### config.mk
export PLATFORM = sky130hd
export DESIGN_NAME = fpet_top
export DESIGN_NICKNAME = d
export VERILOG_FILES = /design/src/hdl/fpet_pkg.sv /design/src/hdl/fpet_tmr_if.sv /design/src/hdl/fpet_phase_timer.sv /design/src/hdl/fpet_top.sv
export SDC_FILE = /design/constraint.sdc
export NUM_CORES = 1
export LEC_CHECK = 0
export BUFFER_PORTS_ARGS = -buffer_cell sky130_fd_sc_hd__buf_2
export CAP_MARGIN = 0
export CORE_MARGIN = 4
export CORE_UTILIZATION = 25
export CTS_BUF_LIST = sky130_fd_sc_hd__clkbuf_16
export CTS_CLUSTER_SIZE = 25
export DETAILED_ROUTE_END_ITERATION = 8
export GPL_TIMING_DRIVEN = 0
export SETUP_SLACK_MARGIN = 0.05
export SYNTH_ARGS = -nofsm -noshare
export SYNTH_HDL_FRONTEND = slang
export SYNTH_SLANG_ARGS = --single-unit
### constraint.sdc
create_clock -name ref_clk -period 4.2 [get_ports ref_clk]
set_clock_uncertainty 0.05 [all_clocks]
set_input_delay 0.42 -clock ref_clk [delete_from_list [all_inputs] [get_ports ref_clk]]
set_output_delay 0.42 -clock ref_clk [all_outputs]
set_load 0.05 [all_outputs]
### src/hdl/fpet_pkg.sv
package fpet_pkg;

  localparam int ADDR_W = 18;
  localparam int DATA_W = 32;
  localparam int DIV_W  = 4;
  localparam int CNT_W  = 8;

  // printed offsets are register indices; byte address is four times the index
  localparam logic [15:0] IDX_PRESCALE  = 16'hF8C4;
  localparam logic [15:0] IDX_START     = 16'hF8C6;
  localparam logic [15:0] IDX_TRAN      = 16'hF8CA;
  localparam logic [15:0] IDX_PROG      = 16'hF8D0;
  localparam logic [15:0] IDX_PERASE    = 16'hF8D2;
  localparam logic [15:0] IDX_SERASE    = 16'hF8D4;
  localparam logic [15:0] IDX_END       = 16'hF8D8;
  localparam logic [15:0] IDX_SEND      = 16'hF8DC;
  localparam logic [15:0] IDX_RCV       = 16'hF8DE;
  localparam logic [15:0] IDX_CMD       = 16'hF8E0;
  localparam logic [15:0] IDX_STATUS    = 16'hF8E2;

  // register selectors: 0..7 index the timing count array
  localparam logic [3:0] SEL_START      = 4'h0;
  localparam logic [3:0] SEL_TRAN       = 4'h1;
  localparam logic [3:0] SEL_PROG       = 4'h2;
  localparam logic [3:0] SEL_PERASE     = 4'h3;
  localparam logic [3:0] SEL_SERASE     = 4'h4;
  localparam logic [3:0] SEL_END        = 4'h5;
  localparam logic [3:0] SEL_SEND       = 4'h6;
  localparam logic [3:0] SEL_RCV        = 4'h7;
  localparam logic [3:0] SEL_PRESCALE   = 4'h8;
  localparam logic [3:0] SEL_CMD        = 4'h9;
  localparam logic [3:0] SEL_STATUS     = 4'hA;
  localparam logic [3:0] SEL_NONE       = 4'hF;
  localparam int         NUM_TIM        = 8;

  localparam logic [DIV_W-1:0] PRESCALE_RESET = 4'h0;
  localparam logic [CNT_W-1:0] TIM_RESET [0:NUM_TIM-1] = '{
    8'h14, 8'h28, 8'h0A, 8'h09, 8'h09, 8'h14, 8'h32, 8'h04
  };

  localparam int STAT_BUSY_BIT = 0;
  localparam int STAT_OP_LSB   = 1;
  localparam int STAT_DONE_BIT = 3;

  typedef enum logic [1:0] {
    FPET_OP_NONE,
    FPET_OP_PROG,
    FPET_OP_PAGE,
    FPET_OP_SECT
  } fpet_op_t;

endpackage

### src/hdl/fpet_tmr_if.sv
`timescale 1ns/1ps
interface fpet_tmr_if;
  import fpet_pkg::*;
  logic             load;
  logic [CNT_W-1:0] count;
  logic [DIV_W-1:0] div;
  logic             done;
  modport ctl (output load, output count, output div, input done);
  modport tmr (input load, input count, input div, output done);
endinterface

### src/hdl/fpet_phase_timer.sv
`timescale 1ns/1ps
module fpet_phase_timer #(
  parameter int DIV_BITS = fpet_pkg::DIV_W,
  parameter int CNT_BITS = fpet_pkg::CNT_W
) (
  input wire logic ref_clk,
  input wire logic nrst,
  fpet_tmr_if.tmr  tif
);
  import fpet_pkg::*;

  if (DIV_BITS != DIV_W || CNT_BITS != CNT_W) begin : g_bad_width
    $error("fpet_phase_timer widths must match the timer interface");
  end

  logic [DIV_BITS-1:0] presc_reg;
  logic [CNT_BITS-1:0] cnt_reg;
  logic                run_reg;
  logic                done_reg;

  assign tif.done = done_reg;

  ////////////////////////////////////////////////////////////////////////////
  // prescaler restarts on every load so each phase starts on a full tick
  always_ff @(posedge ref_clk or negedge nrst) begin
    if (!nrst) begin
      presc_reg <= '0;
      cnt_reg   <= '0;
      run_reg   <= 1'b0;
      done_reg  <= 1'b0;
    end else if (tif.load) begin
      presc_reg <= '0;
      cnt_reg   <= tif.count;
      run_reg   <= 1'b1;
      done_reg  <= 1'b0;
    end else if (run_reg) begin
      done_reg <= 1'b0;
      if (presc_reg == tif.div) begin // see RULE_01
        presc_reg <= '0;
        // a count of zero still lasts one tick
        if (cnt_reg <= CNT_BITS'(1)) begin // see RULE_12
          run_reg  <= 1'b0;
          done_reg <= 1'b1;
        end else begin
          cnt_reg <= cnt_reg - CNT_BITS'(1);
        end
      end else begin
        presc_reg <= presc_reg + DIV_BITS'(1);
      end
    end else begin
      done_reg <= 1'b0;
    end
  end

endmodule

### src/hdl/fpet_top.sv
// Notes on behaviour
// RULE_01: a four-bit divider in the low bits of the prescale register sets the tick ratio, upper bits read zero, reset zero.
// RULE_02: the start phase lasts the start delay count, reset 0x14.
// RULE_03: transition phases around the pulse last the transition count, reset 0x28.
// RULE_04: the program pulse lasts the program pulse count, reset 0x0A.
// RULE_05: the page erase pulse lasts the page erase count, reset 0x09.
// RULE_06: the section erase pulse lasts its own count, reset 0x09.
// RULE_07: program and page erase close with the end delay count, reset 0x14.
// RULE_08: section erase closes with its own end delay count, reset 0x32.
// RULE_09: a recovery phase of the recovery count, reset 0x04, separates two accesses.
// RULE_10: software loads all counts and the divider to suit the core clock before starting work.
// RULE_11: the engine reads busy from start until the operation is complete, ready only after.
// RULE_12: every phase counts ticks of the core clock over the divider and advances when its count runs out.
`timescale 1ns/1ps
module fpet_top (
  input  wire logic                     ref_clk,
  input  wire logic                     nrst,
  input  wire logic                     psel,
  input  wire logic                     penable,
  input  wire logic                     pwrite,
  input  wire logic [fpet_pkg::ADDR_W-1:0] paddr,
  input  wire logic [fpet_pkg::DATA_W-1:0] pwdata,
  output logic      [fpet_pkg::DATA_W-1:0] prdata,
  output logic                          pready,
  output logic                          pslverr,
  output logic                          flash_engine_busy,
  output logic                          flash_prog_pulse,
  output logic                          flash_erase_pulse,
  output logic                          flash_section_mode,
  output logic                          flash_op_done
);
  import fpet_pkg::*;

  typedef enum logic [2:0] {
    FPET_IDLE,
    FPET_START,
    FPET_TRAN_IN,
    FPET_PULSE,
    FPET_TRAN_OUT,
    FPET_END,
    FPET_RECOVER
  } fpet_state_t;

  logic [DIV_W-1:0]  prescale_reg;
  logic [CNT_W-1:0]  tim_reg [0:NUM_TIM-1];
  fpet_state_t       state_reg;
  fpet_state_t       state_next;
  fpet_op_t          op_reg;
  fpet_op_t          op_next;
  logic              load_reg;
  logic              load_next;
  logic [CNT_W-1:0]  count_reg;
  logic [CNT_W-1:0]  count_next;
  logic              done_flag_reg;
  logic              pready_reg;
  logic              pslverr_reg;
  logic [DATA_W-1:0] prdata_reg;
  logic              busy_reg;
  logic              prog_reg;
  logic              erase_reg;
  logic              sect_reg;
  logic              op_done_reg;
  logic [DATA_W-1:0] rdata;
  logic [3:0]        regsel;
  logic              access;
  logic              commit_wr;
  logic              start_req;
  logic              finish;

  fpet_tmr_if tif ();

  ////////////////////////////////////////////////////////////////////////////
  // decode and phase helpers

  function automatic logic [3:0] sel_of(input logic [15:0] idx);
    case (idx)
      IDX_START:    sel_of = SEL_START;
      IDX_TRAN:     sel_of = SEL_TRAN;
      IDX_PROG:     sel_of = SEL_PROG;
      IDX_PERASE:   sel_of = SEL_PERASE;
      IDX_SERASE:   sel_of = SEL_SERASE;
      IDX_END:      sel_of = SEL_END;
      IDX_SEND:     sel_of = SEL_SEND;
      IDX_RCV:      sel_of = SEL_RCV;
      IDX_PRESCALE: sel_of = SEL_PRESCALE;
      IDX_CMD:      sel_of = SEL_CMD;
      IDX_STATUS:   sel_of = SEL_STATUS;
      default:      sel_of = SEL_NONE;
    endcase
  endfunction

  function automatic fpet_state_t advance(input fpet_state_t s);
    case (s)
      FPET_START:    advance = FPET_TRAN_IN;
      FPET_TRAN_IN:  advance = FPET_PULSE;
      FPET_PULSE:    advance = FPET_TRAN_OUT;
      FPET_TRAN_OUT: advance = FPET_END;
      FPET_END:      advance = FPET_RECOVER;
      default:       advance = FPET_IDLE;
    endcase
  endfunction

  // which timing count a phase is loaded from
  function automatic logic [2:0] phase_sel(input fpet_state_t s, input fpet_op_t op);
    case (s)
      FPET_START:    phase_sel = SEL_START[2:0]; // see RULE_02
      FPET_TRAN_IN,
      FPET_TRAN_OUT: phase_sel = SEL_TRAN[2:0]; // see RULE_03
      FPET_PULSE: begin
        case (op)
          FPET_OP_PROG: phase_sel = SEL_PROG[2:0]; // see RULE_04
          FPET_OP_PAGE: phase_sel = SEL_PERASE[2:0]; // see RULE_05
          default:      phase_sel = SEL_SERASE[2:0]; // see RULE_06
        endcase
      end
      FPET_END: begin
        if (op == FPET_OP_SECT) begin
          phase_sel = SEL_SEND[2:0]; // see RULE_08
        end else begin
          phase_sel = SEL_END[2:0]; // see RULE_07
        end
      end
      default:       phase_sel = SEL_RCV[2:0]; // see RULE_09
    endcase
  endfunction

  ////////////////////////////////////////////////////////////////////////////
  // apb slave: one wait state, then pready for a single cycle

  assign regsel    = (paddr[1:0] == 2'b00) ? sel_of(paddr[ADDR_W-1:2]) : SEL_NONE;
  assign access    = psel & penable & ~pready_reg;
  assign commit_wr = psel & penable & pready_reg & pwrite & ~pslverr_reg;

  always_comb begin
    rdata = '0;
    case (regsel)
      SEL_PRESCALE: rdata[DIV_W-1:0] = prescale_reg; // see RULE_01
      SEL_CMD:      rdata[1:0] = op_reg;
      SEL_STATUS: begin
        rdata[STAT_BUSY_BIT]                 = busy_reg; // see RULE_11
        rdata[STAT_OP_LSB+1:STAT_OP_LSB]     = op_reg;
        rdata[STAT_DONE_BIT]                 = done_flag_reg;
      end
      SEL_NONE:     rdata = '0;
      default:      rdata[CNT_W-1:0] = tim_reg[regsel[2:0]];
    endcase
  end

  always_ff @(posedge ref_clk or negedge nrst) begin
    if (!nrst) begin
      pready_reg  <= 1'b0;
      pslverr_reg <= 1'b0;
      prdata_reg  <= '0;
    end else begin
      pready_reg  <= access;
      // error stands only in the answer cycle, like pready
      pslverr_reg <= access && regsel == SEL_NONE;
      if (access) begin
        prdata_reg <= pwrite ? '0 : rdata;
      end
    end
  end

  ////////////////////////////////////////////////////////////////////////////
  // timing registers; rewriting a count mid-operation affects only later phases, rewriting the divider also the running phase

  always_ff @(posedge ref_clk or negedge nrst) begin
    if (!nrst) begin
      prescale_reg <= PRESCALE_RESET; // see RULE_01
    end else if (commit_wr && regsel == SEL_PRESCALE) begin
      prescale_reg <= pwdata[DIV_W-1:0]; // see RULE_01
    end
  end

  always_ff @(posedge ref_clk or negedge nrst) begin
    if (!nrst) begin
      for (int i = 0; i < NUM_TIM; i++) begin
        tim_reg[i] <= TIM_RESET[i];
      end
    end else if (commit_wr && regsel[3] == 1'b0) begin
      tim_reg[regsel[2:0]] <= pwdata[CNT_W-1:0];
    end
  end

  ////////////////////////////////////////////////////////////////////////////
  // sequencer

  // commands while busy are dropped so an operation is never cut short
  assign start_req = commit_wr && regsel == SEL_CMD && pwdata[1:0] != 2'b00
                     && state_reg == FPET_IDLE;
  assign finish    = state_reg == FPET_RECOVER && tif.done;

  always_comb begin
    state_next = state_reg;
    op_next    = op_reg;
    load_next  = 1'b0;
    count_next = count_reg;
    case (state_reg)
      FPET_IDLE: begin
        if (start_req) begin
          op_next    = fpet_op_t'(pwdata[1:0]);
          state_next = FPET_START;
          load_next  = 1'b1;
          count_next = tim_reg[SEL_START[2:0]]; // see RULE_02
        end
      end
      FPET_START, FPET_TRAN_IN, FPET_PULSE, FPET_TRAN_OUT, FPET_END, FPET_RECOVER: begin
        if (tif.done) begin // see RULE_12
          state_next = advance(state_reg);
          if (state_next == FPET_IDLE) begin
            op_next = FPET_OP_NONE;
          end else begin
            load_next  = 1'b1;
            count_next = tim_reg[phase_sel(state_next, op_reg)];
          end
        end
      end
      default: begin
        state_next = FPET_IDLE;
        op_next    = FPET_OP_NONE;
      end
    endcase
  end

  always_ff @(posedge ref_clk or negedge nrst) begin
    if (!nrst) begin
      state_reg <= FPET_IDLE;
      op_reg    <= FPET_OP_NONE;
      load_reg  <= 1'b0;
      count_reg <= '0;
    end else begin
      state_reg <= state_next;
      op_reg    <= op_next;
      load_reg  <= load_next;
      count_reg <= count_next;
    end
  end

  assign tif.load  = load_reg;
  assign tif.count = count_reg;
  assign tif.div   = prescale_reg;

  fpet_phase_timer #(
    .DIV_BITS (DIV_W),
    .CNT_BITS (CNT_W)
  ) u_timer (
    .ref_clk (ref_clk),
    .nrst    (nrst),
    .tif     (tif)
  );

  ////////////////////////////////////////////////////////////////////////////
  // flash-side outputs, registered from the next state

  always_ff @(posedge ref_clk or negedge nrst) begin
    if (!nrst) begin
      busy_reg    <= 1'b0;
      prog_reg    <= 1'b0;
      erase_reg   <= 1'b0;
      sect_reg    <= 1'b0;
      op_done_reg <= 1'b0;
    end else begin
      busy_reg    <= state_next != FPET_IDLE; // see RULE_11
      prog_reg    <= state_next == FPET_PULSE && op_next == FPET_OP_PROG;
      erase_reg   <= state_next == FPET_PULSE && op_next != FPET_OP_PROG;
      sect_reg    <= op_next == FPET_OP_SECT;
      op_done_reg <= finish;
    end
  end

  // set wins over a clear in the same cycle
  always_ff @(posedge ref_clk or negedge nrst) begin
    if (!nrst) begin
      done_flag_reg <= 1'b0;
    end else if (finish) begin
      done_flag_reg <= 1'b1;
    end else if (commit_wr && regsel == SEL_STATUS && pwdata[STAT_DONE_BIT]) begin
      done_flag_reg <= 1'b0;
    end
  end

  assign prdata             = prdata_reg;
  assign pready             = pready_reg;
  assign pslverr            = pslverr_reg;
  assign flash_engine_busy  = busy_reg;
  assign flash_prog_pulse   = prog_reg;
  assign flash_erase_pulse  = erase_reg;
  assign flash_section_mode = sect_reg;
  assign flash_op_done      = op_done_reg;

endmodule

Word level (Yosys, flattened, before mapping)
Index checks and enable logic that the tools add are counted.
{"block": "op_classes", "n_addsub": 2, "n_lt_le_gt_ge": 4, "n_eq_ne": 38, "muxes": 56, "bitwise": 10, "reduce_logical": 27}
{"operator": "$eq 16x16->1 const B", "n": 11}
{"operator": "$mux 8", "n": 13}
{"operator": "$bwmux 64", "n": 1}
{"operator": "$bmux 8 s3", "n": 2}
{"operator": "$pmux 4 s11", "n": 1}
{"operator": "$demux 8 s3", "n": 1}
{"operator": "$mux 3", "n": 7}
{"operator": "$mux 4", "n": 5}
{"operator": "$eq 4x4->1 const B", "n": 4}
{"operator": "$pmux 8 s2", "n": 1}
{"operator": "$eq 3x2->1 const B", "n": 5}
{"operator": "$eq 3x3->1 const B", "n": 5}
{"operator": "$pmux 3 s5", "n": 1}
{"operator": "$mux 1", "n": 13}
{"operator": "$logic_and 1x1->1", "n": 12}
{"operator": "$pmux 3 s2", "n": 2}
{"operator": "$pmux 3 s4", "n": 1}
{"operator": "$reduce_bool 2->1", "n": 5}
{"operator": "$ge 4x4->1 const B", "n": 2}
{"operator": "$le 8x1->1 const B", "n": 1}
{"operator": "$mux 2", "n": 4}
{"operator": "$not 3->4", "n": 2}
{"operator": "$pmux 2 s4", "n": 1}
{"operator": "$sub 8x1->8 const B", "n": 1}
{"operator": "21 further kinds", "n": 36}
{"block": "word_totals", "reg_bits": 136, "inputBits": 55, "out_inout_bits": 39, "wordCells": 163}

Longest topological paths before layout
Gate-level depths: netlist of the first run.
{"block": "logic_depth", "word_depth": 17, "mapped_depth": 10, "ltp_nobuf": 9}

Hierarchy
From an unflattened synthesis of the first run, not the netlist that was laid out.
{"block": "hier_totals", "cells_unflattened": 650, "area_unflattened_um2": 6891.6}
{"module": "fpet_top", "instances": 1, "cells_each": 552, "area_each_um2": 5992.0}
{"module": "fpet_phase_timer", "instances": 1, "cells_each": 98, "area_each_um2": 899.6}

Least setup slack after synthesis of the first run
No wires, ideal clock.
{"block": "synth_timing", "path_kind": "input to register", "startpoint": "input port paddr[6] (netlist name)", "endpoint": "register tim_reg[26] (netlist name)", "setup_ps": 125, "arrival_ps": 2586, "path_slack_ps": 1440, "stages": 7, "cell_sequence": "buf_2 -> clkbuf_1 -> or3_1 -> a2111oi_2 -> nand4_1 -> nor2_2 -> mux2_2"}
{"block": "synth_via", "elab_chain_cells": 9, "elab_cells_between_ends": 22}
{"element": "from (decl)", "line_no": "fpet_top.sv:21", "text": "input wire logic [fpet_pkg::ADDR_W-1:0] paddr,"}
{"element": "$eq 16x16->1", "line_no": "fpet_top.sv:76", "text": "case (idx)"}
{"element": "$pmux 4 s11 *", "line_no": "fpet_top.sv:76"}
{"element": "$mux 4 *", "line_no": "fpet_top.sv:130", "text": "assign regsel = (paddr[1:0] == 2'b00) ? sel_of(paddr[ADDR_W-1:2]) : SEL_NONE;"}
{"element": "$not 3->4 (not written as such)", "line_no": "fpet_top.sv:181", "text": "tim_reg[regsel[2:0]] <= pwdata[CNT_W-1:0];"}
{"element": "$ge 4x4->1 (not written as such) / $lt 4x1->1 (equally long branches)", "line_no": "fpet_top.sv:181"}
{"element": "$logic_and 1x1->1 (not written as such)", "line_no": "fpet_top.sv:181"}
{"element": "$mux 8 (not written as such)", "line_no": "fpet_top.sv:181"}
{"element": "$demux 8 s3", "line_no": "fpet_top.sv:181"}
{"element": "$bwmux 64", "line_no": "fpet_top.sv:181"}
{"element": "to (signal, indexed assignment)", "line_no": "fpet_top.sv:178", "text": "tim_reg[i] <= TIM_RESET[i];"}
{"element": "to (signal, indexed assignment)", "line_no": "fpet_top.sv:181"}
{"element": "to (decl)", "line_no": "fpet_top.sv:45", "text": "logic [CNT_W-1:0] tim_reg [0:NUM_TIM-1];"}
Every way passes the cells marked *; elsewhere a longest branch is shown, timed or not.
A chain may end at the register's enable or synchronous reset.

Final worst setup path of the first run
{"block": "layout_timing", "startpoint": "input port paddr[11] (netlist name)", "endpoint": "register tim_reg[28] (netlist name)"}
Same word-level chain as after synthesis.

==> impl_metrics.tcl, run 1 <==
set metrics [dict create \
    core_um2 27000 \
    cpPeakStageDelay_ns 0.72 \
    mostFrequentLayoutCell "dfrtp_1" \
    ys_ff_latch 112 \
    dpl_worst_slack_ns 0.472 \
    setup_ws_ns 0.768 \
    gp_congestion 0.921 \
    timing.hold.ws_ns 0.333 \
    portBuffers 41 \
    hold_class "in2reg" \
    yosys-top-cells-area "dfrtp_1 (35%), mux2_2 (15%), dfstp_2 (6.1%), mux2i_1 (3.9%), nand2_1 (3.5%)" \
    hold_violations 0 \
    crit_type "in2reg" \
    grt_usage 0.134 \
    synth_compound_gate_area_share 0.144 \
    ir_worst_vdd_mv 0.194 \
    period_minus_slack_ns 3.43 \
    clk_pin_slew_worst_paths_ns 0.08 \
    cp.depth 7 \
    insertion_delay_ns 0.36 \
    floorplan.initialDensity 0.255 \
    antenna_left 0 \
    cts_made_buffers 9 \
    nets 830 \
    mappedNetlistArea_um2 6890 \
    cpLargestDelayFamily "simple AND/OR/NAND/NOR gates" \
    async_reset_ff_frac 1.00 \
    syn_to_final_growth_pct 15.6 \
    syn-instance-count 693 \
    start_kind "input pin" \
    cp.arrival_ns 3.63 \
    hpwl_mm 14.8 \
    fillers 2832 \
    status "finished clean" \
    synth_edf_count 0 \
    mostFrequentLayoutCells "dfrtp_1 (96), mux2_2 (93), nand2_1 (65)" \
    wirelength_mm 20.2 \
    rsz0062_at_grt "false" \
    worst_pin_slew_ns 0.964 \
    diodes 0 \
    rows 60 \
    cts_tree "built" \
    grt_pass1_vias 5587 \
    leakage_nw 3.63 \
    cts_max_level 3 \
    drc 0 \
    cp-end-kind "flip-flop" \
    synth-simple-area-share 0.172 \
    synth_top_family_by_area "multiplexers" \
    ys_types 69 \
    r2r_slack_ns 0.81 \
    p_per_area_nw_per_um2 273 \
    synthMuxAreaShare 0.200 \
    worstPathRequired_ns 4.40 \
    period_share 0.817 \
    grt_pass1_wl_mm 32.1 \
    synth_top_cell_area_share 0.349 \
    cp_max_fo 10 \
    maxSlewHeadroom 0.353 \
    maxSlewViolCount 0 \
    drt-initial-drc-count 554 \
    die_w_um 174 \
    dp_cells 1099 \
    ioPinCount 94 \
    die_area_um2 30300 \
    die_h_um 174 \
    fmax_mhz 291 \
    yosys.area.top_type "dfrtp_1" \
    postSynthAreaPerCell_um2 9.94 \
    crit_path_cell_trace "buf_2 > nor4b_1 > nand3_1 > a2111oi_2 > nand4_1 > nor2_2 > mux2_2" \
    dr.pass1.iters 5 \
    avgViaCountPerCell 5.06 \
    num_vias 5651 \
    drv_cap 0 \
    hold_depth 2 \
    ff2ff_path_depth 10 \
    clkSinkCount 112 \
    antenna_found_initial 0 \
    wl_per_cell_um 18.1 \
    fin_cells 1116 \
    slowest_stage "nor2_2" \
    grt_overflow 0 \
    timing.setup.tns_ns 0 \
    crit_buf_inv 1 \
    yosysSeqAreaShare 0.410 \
    layout-drive-gt1-share 0.286 \
    grt_max_degree 100 \
    setup_viol 0 \
    synthAdderAreaFrac 0.0105 \
    ys.flop_type "dfrtp_1" \
    largest_register_ffs 64 \
    yosys_warnings 0 \
    cts_setup_buffers 0 \
    clockBufferDepth 2 \
    synth_xor_area_frac 0.0102 \
    cts-root-buf "clkbuf_16" \
]
cells by family (layout without fill, tap and decap cells):
family | Yosys count | count (layout)
fa+ha+maj | 6 | 6
xor+xnor | 8 | 8
other cells | 1 | 24
buf+inv | 71 | 130
flops | 112 | 112
simple gates | 230 | 230
compound gates | 141 | 141
mux | 124 | 124
worst paths after layout:
kind | from | to
setup reg to reg | op_reg[0] | count_reg[0]
max in group asynchronous | nrst | tim_reg[53]
hold / removal | pwdata[6] | tim_reg[6]
min in group asynchronous | nrst | flash_prog_pulse
setup / recovery | paddr[11] | tim_reg[28]
hold reg to reg | prdata[6] | prdata[6]
cells in the mapped netlist, types with 5 or more instances:
master	n
o21ai_0	26
nor4_1	5
mux2i_1	27
nor3_1	16
nor4b_1	7
nor3b_1	5
a211oi_1	22
nor2_2	5
nand4_1	7
nor2b_1	8
o31ai_1	11
ha_1	5
buf_2	9
nor2_1	61
clkbuf_1	22
buf_4	24
nand2b_1	7
a21oi_1	27
nand2_1	65
inv_1	12
dfrtp_1	96
dfstp_2	16
xnor2_1	5
or3_1	8
a32o_1	7
mux2_2	93
nand3_1	15
timing repair:
action                                 CTS  global route
resized for setup                        0             0
hold buffers                             1             0
endpoints found under the hold margin   12             0
final cells by class:
| type | instances | area [µm²] | share of cell area |
|---|---|---|---|
| clock inverter | 7 | 90.1 | 0.0113 |
| inverter | 12 | 45.0 | 0.00566 |
| buffer | 59 | 323 | 0.0405 |
| multi-input combinational | 533 | 3780 | 0.475 |
| clock buffer | 9 | 225 | 0.0283 |
| tap | 341 | 427 | 0.0536 |
| timing repair buffer | 43 | 249 | 0.0313 |
| sequential | 112 | 2820 | 0.354 |
through the flow:
stage | utilization | power, W | instance area (µm²)
finish | 0.295 | 0.00218 | 7960
CTS | 0.295 | 0.00221 | 7960
global placement | 0.281 | 0.00128 | 7600
detailed placement | 0.283 | 0.00129 | 7640
floorplan | - | 0.00122 | 6970
global route | 0.295 | 0.00226 | 7960
layer usage:
metal	vias to the layer above	part of all wire	track usage	wire (µm)
li1	2660	-	-	-
met1	2745	0.44	0.176	8820
met2	206	0.47	0.222	9540
met3	40	0.059	0.0196	1180
met4	0	0.030	0.0571	608
met5	-	0	0	0
where the power goes:
group	leakage, nW	switching, W	internal, W	total (W)
clock	0.147	0.000431	0.000477	0.000908
sequential	1.48	0.000000828	0.00108	0.00108
combinational	2.00	0.000137	0.0000518	0.000188
Power figures use the tool's default switching activity.
==> inputs of run 2 (changes only) <==
==> constraint.sdc (replaced) <==
create_clock -name ref_clk -period 3.1 [get_ports ref_clk]
set_clock_uncertainty 0.05 [all_clocks]
set_input_delay 0.31 -clock ref_clk [delete_from_list [all_inputs] [get_ports ref_clk]]
set_output_delay 0.31 -clock ref_clk [all_outputs]
set_load 0.05 [all_outputs]
==> run 2 against run 1 <==
The flow now finishes with violations (negative setup slack); worst hold slack got worse by 0.12 ns; wire length increased by 0.64%; critical path depth increased by 1; non-clock buffer count increased by 3; count of clock-buffer cells in the layout unchanged; flip-flop and latch count unchanged; sequential share of layout area decreased by 0.46 points; die area unchanged; clock power increased by 37%; core utilization increased by 0.39 points; critical path type unchanged; largest cell class unchanged.
==> impl_metrics.tcl, run 2 (synthesized netlist as in run 1, its figures left out) <==
set metrics [dict create \
    grt_pass1_wl_mm 32.2 \
    setup_viol 16 \
    status "complete, but fails checks" \
    crit_path_cell_trace "buf_2 > or4b_4 > nor2_1 > a32oi_2 > nand2_1 > nand3_1 > nor2_2 > mux2_2" \
    cpLargestDelayFamily "simple AND/OR/NAND/NOR gates" \
    die_area_um2 30300 \
    wl_per_cell_um 18.1 \
    setup.worst_path.start "paddr[11]" \
    failed_checks "negative setup slack" \
    cpPeakStageDelay_ns 0.65 \
    leakage_nw 3.66 \
    power.switching_w 0.000779 \
    drc 0 \
    cts-root-buf "clkbuf_16" \
    nets 833 \
    ir_worst_vdd_mv 0.265 \
    drv_cap 0 \
    fmax_mhz 313 \
    maxSlewHeadroom 0.352 \
    wirelength_mm 20.3 \
    regArea_um2 2820 \
    cp_max_fo 8 \
    cts_tree "built" \
    p_per_area_nw_per_um2 367 \
    dr.pass1.iters 5 \
    die_h_um 174 \
    die_w_um 174 \
    diodes 0 \
    drt-initial-drc-count 483 \
    start_kind "input pin" \
    cp.arrival_ns 3.40 \
    total_power_w 0.00296 \
    avgViaCountPerCell 5.06 \
    period_share 1.03 \
    antenna_found_initial 0 \
    core_um2 27000 \
    p_int_w 0.00218 \
    num_vias 5661 \
    fillers 2817 \
    swShare 0.263 \
    setup_ws_ns -0.0979 \
    holdPathEnd "tim_reg[6]" \
    cp-end-kind "flip-flop" \
    fin_cells 1119 \
    mostFrequentLayoutCells "dfrtp_1 (96), mux2_2 (93), nand2_1 (65)" \
    multi_input_area_um2 3830 \
    grt_pass1_vias 5624 \
    worstHoldStart "pwdata[6]" \
    slowest_stage "nor2_2" \
    rsz0062_at_grt "true" \
    crit_buf_inv 1 \
    grt_max_degree 100 \
    syn_to_final_growth_pct 17.2 \
    ff2ff_path_depth 10 \
    period_minus_slack_ns 3.20 \
    hold_class "in2reg" \
    portBuffers 41 \
    mostFrequentLayoutCell "dfrtp_1" \
    r2r_start "op_reg[0]" \
    r2r_slack_ns 0.19 \
    insertion_delay_ns 0.37 \
    cts_max_level 3 \
    grt_overflow 0 \
    worstPathRequired_ns 3.31 \
    ioPinCount 94 \
    dp_cells 1099 \
    p_clk_frac 0.418 \
    rows 60 \
    timing.hold.ws_ns 0.218 \
    clkSinkCount 112 \
    worst_pin_slew_ns 0.966 \
    crit_type "in2reg" \
    hpwl_mm 14.8 \
    cts_made_buffers 9 \
    hold_violations 0 \
    gp_congestion 0.921 \
    r2r_end "count_reg[3]" \
    antenna_left 0 \
    pwr-share-seq 0.495 \
    floorplan.initialDensity 0.255 \
    largest_register_ffs 64 \
    clk_pin_slew_worst_paths_ns 0.08 \
    clockBufferDepth 2 \
    layout-drive-gt1-share 0.301 \
    hold_depth 2 \
    grt_usage 0.135 \
    pwr-share-comb 0.087 \
    maxSlewViolCount 0 \
]
run 2: cell types whose count changed in the layout (fill, tap and decap cells not counted), moves of 2 or more:
cell / previous run / this run
a211oi_2: 0 / 2
nor2_4: 0 / 3
a211oi_1: 22 / 20
buf_12: 0 / 2
buf_1: 4 / 2
buf_4: 24 / 26
nor2_2: 5 / 2
run 2: layer usage:
| metal | vias to the layer above | wire length [µm] | GRT usage |
|---|---|---|---|
| met2 | 205 | 9520 | 0.220 |
| met3 | 42 | 1160 | 0.0198 |
| met4 | 0 | 701 | 0.0614 |
| li1 | 2659 | - | - |
| met1 | 2755 | 8900 | 0.177 |
| met5 | - | 0 | 0 |
run 2: worst max path at each step:
stage,end,cells after the start
finish,tim_reg[38],8
global route,tim_reg[38],8
CTS,tim_reg[38],8
detailed placement,tim_reg[8],7
global placement,tim_reg[11],7
floorplan,tim_reg[26],7
run 2: cell type report:
type,instances,share of cell area
multi-input combinational,533,0.475
buffer,59,0.0409
tap,341,0.0529
clock inverter,7,0.0112
clock buffer,9,0.0279
sequential,112,0.350
timing repair buffer,46,0.0368
inverter,12,0.00558
run 2: timing repair:
action                                 in CTS  in global routing
pin swaps                                   2                  0
hold buffers                                1                  0
setup endpoints to repair                  61                 74
cloned                                      0                  0
endpoints found under the hold margin      13                  0
setup buffers                               1                  2
resized for setup                           7                  7
run 2: power groups by stage:
stage	clock network (W)	registers (W)	logic, W
after CTS	0.00127	0.00146	0.000256
after floorplan	0	0.00150	0.000159
after global placement	0	0.00149	0.000247
after global routing	0.00132	0.00146	0.000281
after detailed placement	0	0.00149	0.000254
final	0.00124	0.00146	0.000258
run 2: metrics by stage:
step           utilization  worst slack, ns  TNS (ns)  area [µm²]
2_1_floorplan            -            0.450         0        6970
4_1_cts              0.296          -0.0170   -0.0914        8010
3_5_place_dp         0.283           -0.518    -28.18        7640
5_1_grt              0.299           -0.146     -1.92        8070
3_3_place_gp         0.281           -0.563    -30.08        7600
6_report             0.299          -0.0979     -1.16        8070
==> inputs of run 3 (changes only) <==
--- a/config.mk
+++ b/config.mk
@@ -7,13 +7,13 @@
 export LEC_CHECK = 0
 export BUFFER_PORTS_ARGS = -buffer_cell sky130_fd_sc_hd__buf_2
 export CAP_MARGIN = 0
-export CORE_MARGIN = 4
 export CORE_UTILIZATION = 25
 export CTS_BUF_LIST = sky130_fd_sc_hd__clkbuf_16
 export CTS_CLUSTER_SIZE = 25
 export DETAILED_ROUTE_END_ITERATION = 8
 export GPL_TIMING_DRIVEN = 0
 export SETUP_SLACK_MARGIN = 0.05
+export SKIP_CTS_REPAIR_TIMING = 1
 export SYNTH_ARGS = -nofsm -noshare
 export SYNTH_HDL_FRONTEND = slang
 export SYNTH_SLANG_ARGS = --single-unit
==> run 3 against run 2 <==
The run now ends clean; combinational power is essentially flat; cell area rose by 0.85%; non-clock buffer count increased by 4; final cell count rose by 0.36%; count of clock-buffer cells in the layout did not move; die area shrank 6.8%; total power shrank 2.5%; via count is 1.1% higher; global-route usage grew 0.78 points; highest routed layer unchanged.
==> impl_metrics.tcl, run 3 (synthesized netlist as in run 1, its figures left out) <==
set metrics [dict create \
    portBuffers 41 \
    ir_worst_vdd_mv 0.242 \
    core_um2 27000 \
    ff2ff_path_depth 10 \
    maxSlewViolCount 0 \
    cts_made_buffers 9 \
    fin_cells 1123 \
    drv_cap 0 \
    drc 0 \
    crit_path_end "tim_reg[48]" \
    r2r_start "op_reg[0]" \
    nets 837 \
    setup.worst_path.start "paddr[11]" \
    syn_to_final_growth_pct 18.2 \
    dr.pass1.iters 5 \
    fmax_mhz 327 \
    largest_register_ffs 64 \
    grt_pass1_vias 5434 \
    clockBufferDepth 2 \
    floorplan.initialDensity 0.255 \
    rows 60 \
    grt_overflow 0 \
    avgViaCountPerCell 5.09 \
    diodes 0 \
    die_w_um 168 \
    r2r_slack_ns 0.12 \
    cp.arrival_ns 3.25 \
    r2r_end "count_reg[0]" \
    die_h_um 168 \
    cts-root-buf "clkbuf_16" \
    leakage_nw 3.70 \
    maxSlewHeadroom 0.325 \
    status "finished clean" \
    clkSinkCount 112 \
    grtUsageMet1 0.187 \
    die_area_um2 28200 \
    post-route-util 0.302 \
    busiest_layer "met2" \
    period_minus_slack_ns 3.06 \
    ioPinCount 94 \
    hold_violations 0 \
    grt_max_degree 98 \
    rsz0062_at_grt "true" \
    worstPathRequired_ns 3.30 \
    cp_max_fo 8 \
    drt-initial-drc-count 505 \
    worst_pin_slew_ns 1.01 \
    crit_type "in2reg" \
    num_vias 5721 \
    insertion_delay_ns 0.37 \
    antenna_left 0 \
    grt_use_met2 0.229 \
    period_share 0.986 \
    mostFrequentLayoutCells "dfrtp_1 (96), mux2_2 (93), nand2_1 (65)" \
    wirelength_mm 20.2 \
    layout-drive-gt1-share 0.302 \
    wl_per_cell_um 18.0 \
    setup_viol 0 \
    grt_pass1_wl_mm 30.9 \
    grtUsageMet3 0.0216 \
    antenna_found_initial 0 \
    hold_class "in2reg" \
    start_kind "input pin" \
    grt_usage 0.142 \
    fillers 2771 \
    mostFrequentLayoutCell "dfrtp_1" \
    dp_cells 1099 \
    cp-end-kind "flip-flop" \
    clk_pin_slew_worst_paths_ns 0.08 \
    cts_max_level 3 \
    hpwl_mm 14.5 \
    gp_congestion 0.891 \
    cts_tree "built" \
    p_per_area_nw_per_um2 355 \
]
[run 3: changes by cell type in the layout (fill, tap and decap cells not counted), moves of 2 or more]
cell,change
buf_4,-2
nor2_4,+2
buf_12,+5
inv_6,-2
inv_8,+2
clkinv_4,+3
clkinvlp_4,-2
[run 3: how the worst min path moves through the flow]
stage / from / end / slack [ns] / depth (start not counted)
floorplan: nrst / count_reg[0] / -0.04 / 0
global placement: prdata[6] / prdata[6] / 0.43 / 2
global route: pwdata[6] / tim_reg[30] / 0.22 / 2
CTS: nrst / state_reg[1] / -0.29 / 1
finish: pwdata[6] / tim_reg[6] / 0.21 / 2
detailed placement: nrst / state_reg[1] / 0.11 / 1
[run 3: per-stage QoR]
stage               setup slack (ns)  hold WS, ns  area, µm²  power (W)  TNS (ns)
finish                        0.0449        0.213       8140    0.00289         0
global route                 -0.0614        0.223       8140    0.00299    -0.264
CTS                           -0.237       -0.288       7930    0.00291     -4.66
detailed placement            -0.586        0.107       7640    0.00174    -28.56
global placement              -0.561        0.426       7600    0.00174    -29.57
floorplan                      0.450      -0.0356       6970    0.00166         0
[run 3: worst max-delay path, cell delays in order]
cell and delay, ns:
buf_2 0.11, or4b_4 0.57, nor2_1 0.40, a32oi_2 0.42, nand2_1 0.32, nand3_1 0.29
nor3_4 0.32, buf_12 0.17, mux2_2 0.33
[run 3: layout make-up]
type / instances / area [µm²] / share of cell area
Tap cell: 341 / 427 / 0.0524
Clock buffer: 9 / 225 / 0.0277
Clock inverter: 7 / 63.8 / 0.00784
Multi-Input combinational cell: 533 / 3830 / 0.471
Buffer: 59 / 330 / 0.0406
Timing Repair Buffer: 50 / 389 / 0.0478
Inverter: 12 / 45.0 / 0.00554
Sequential cell: 112 / 2820 / 0.347
[run 3: report_power, final]
part / switching [W] / internal [W]
clock network: 0.000600 / 0.000565
logic: 0.000187 / 0.0000705
registers: 0.000000985 / 0.00146
[run 3: layer usage]
metal  vias up  wire length [µm]
met5         -                 0
met4         0               712
met3        48              1080
met2       202              9420
met1      2809              8960
li1       2662                 -
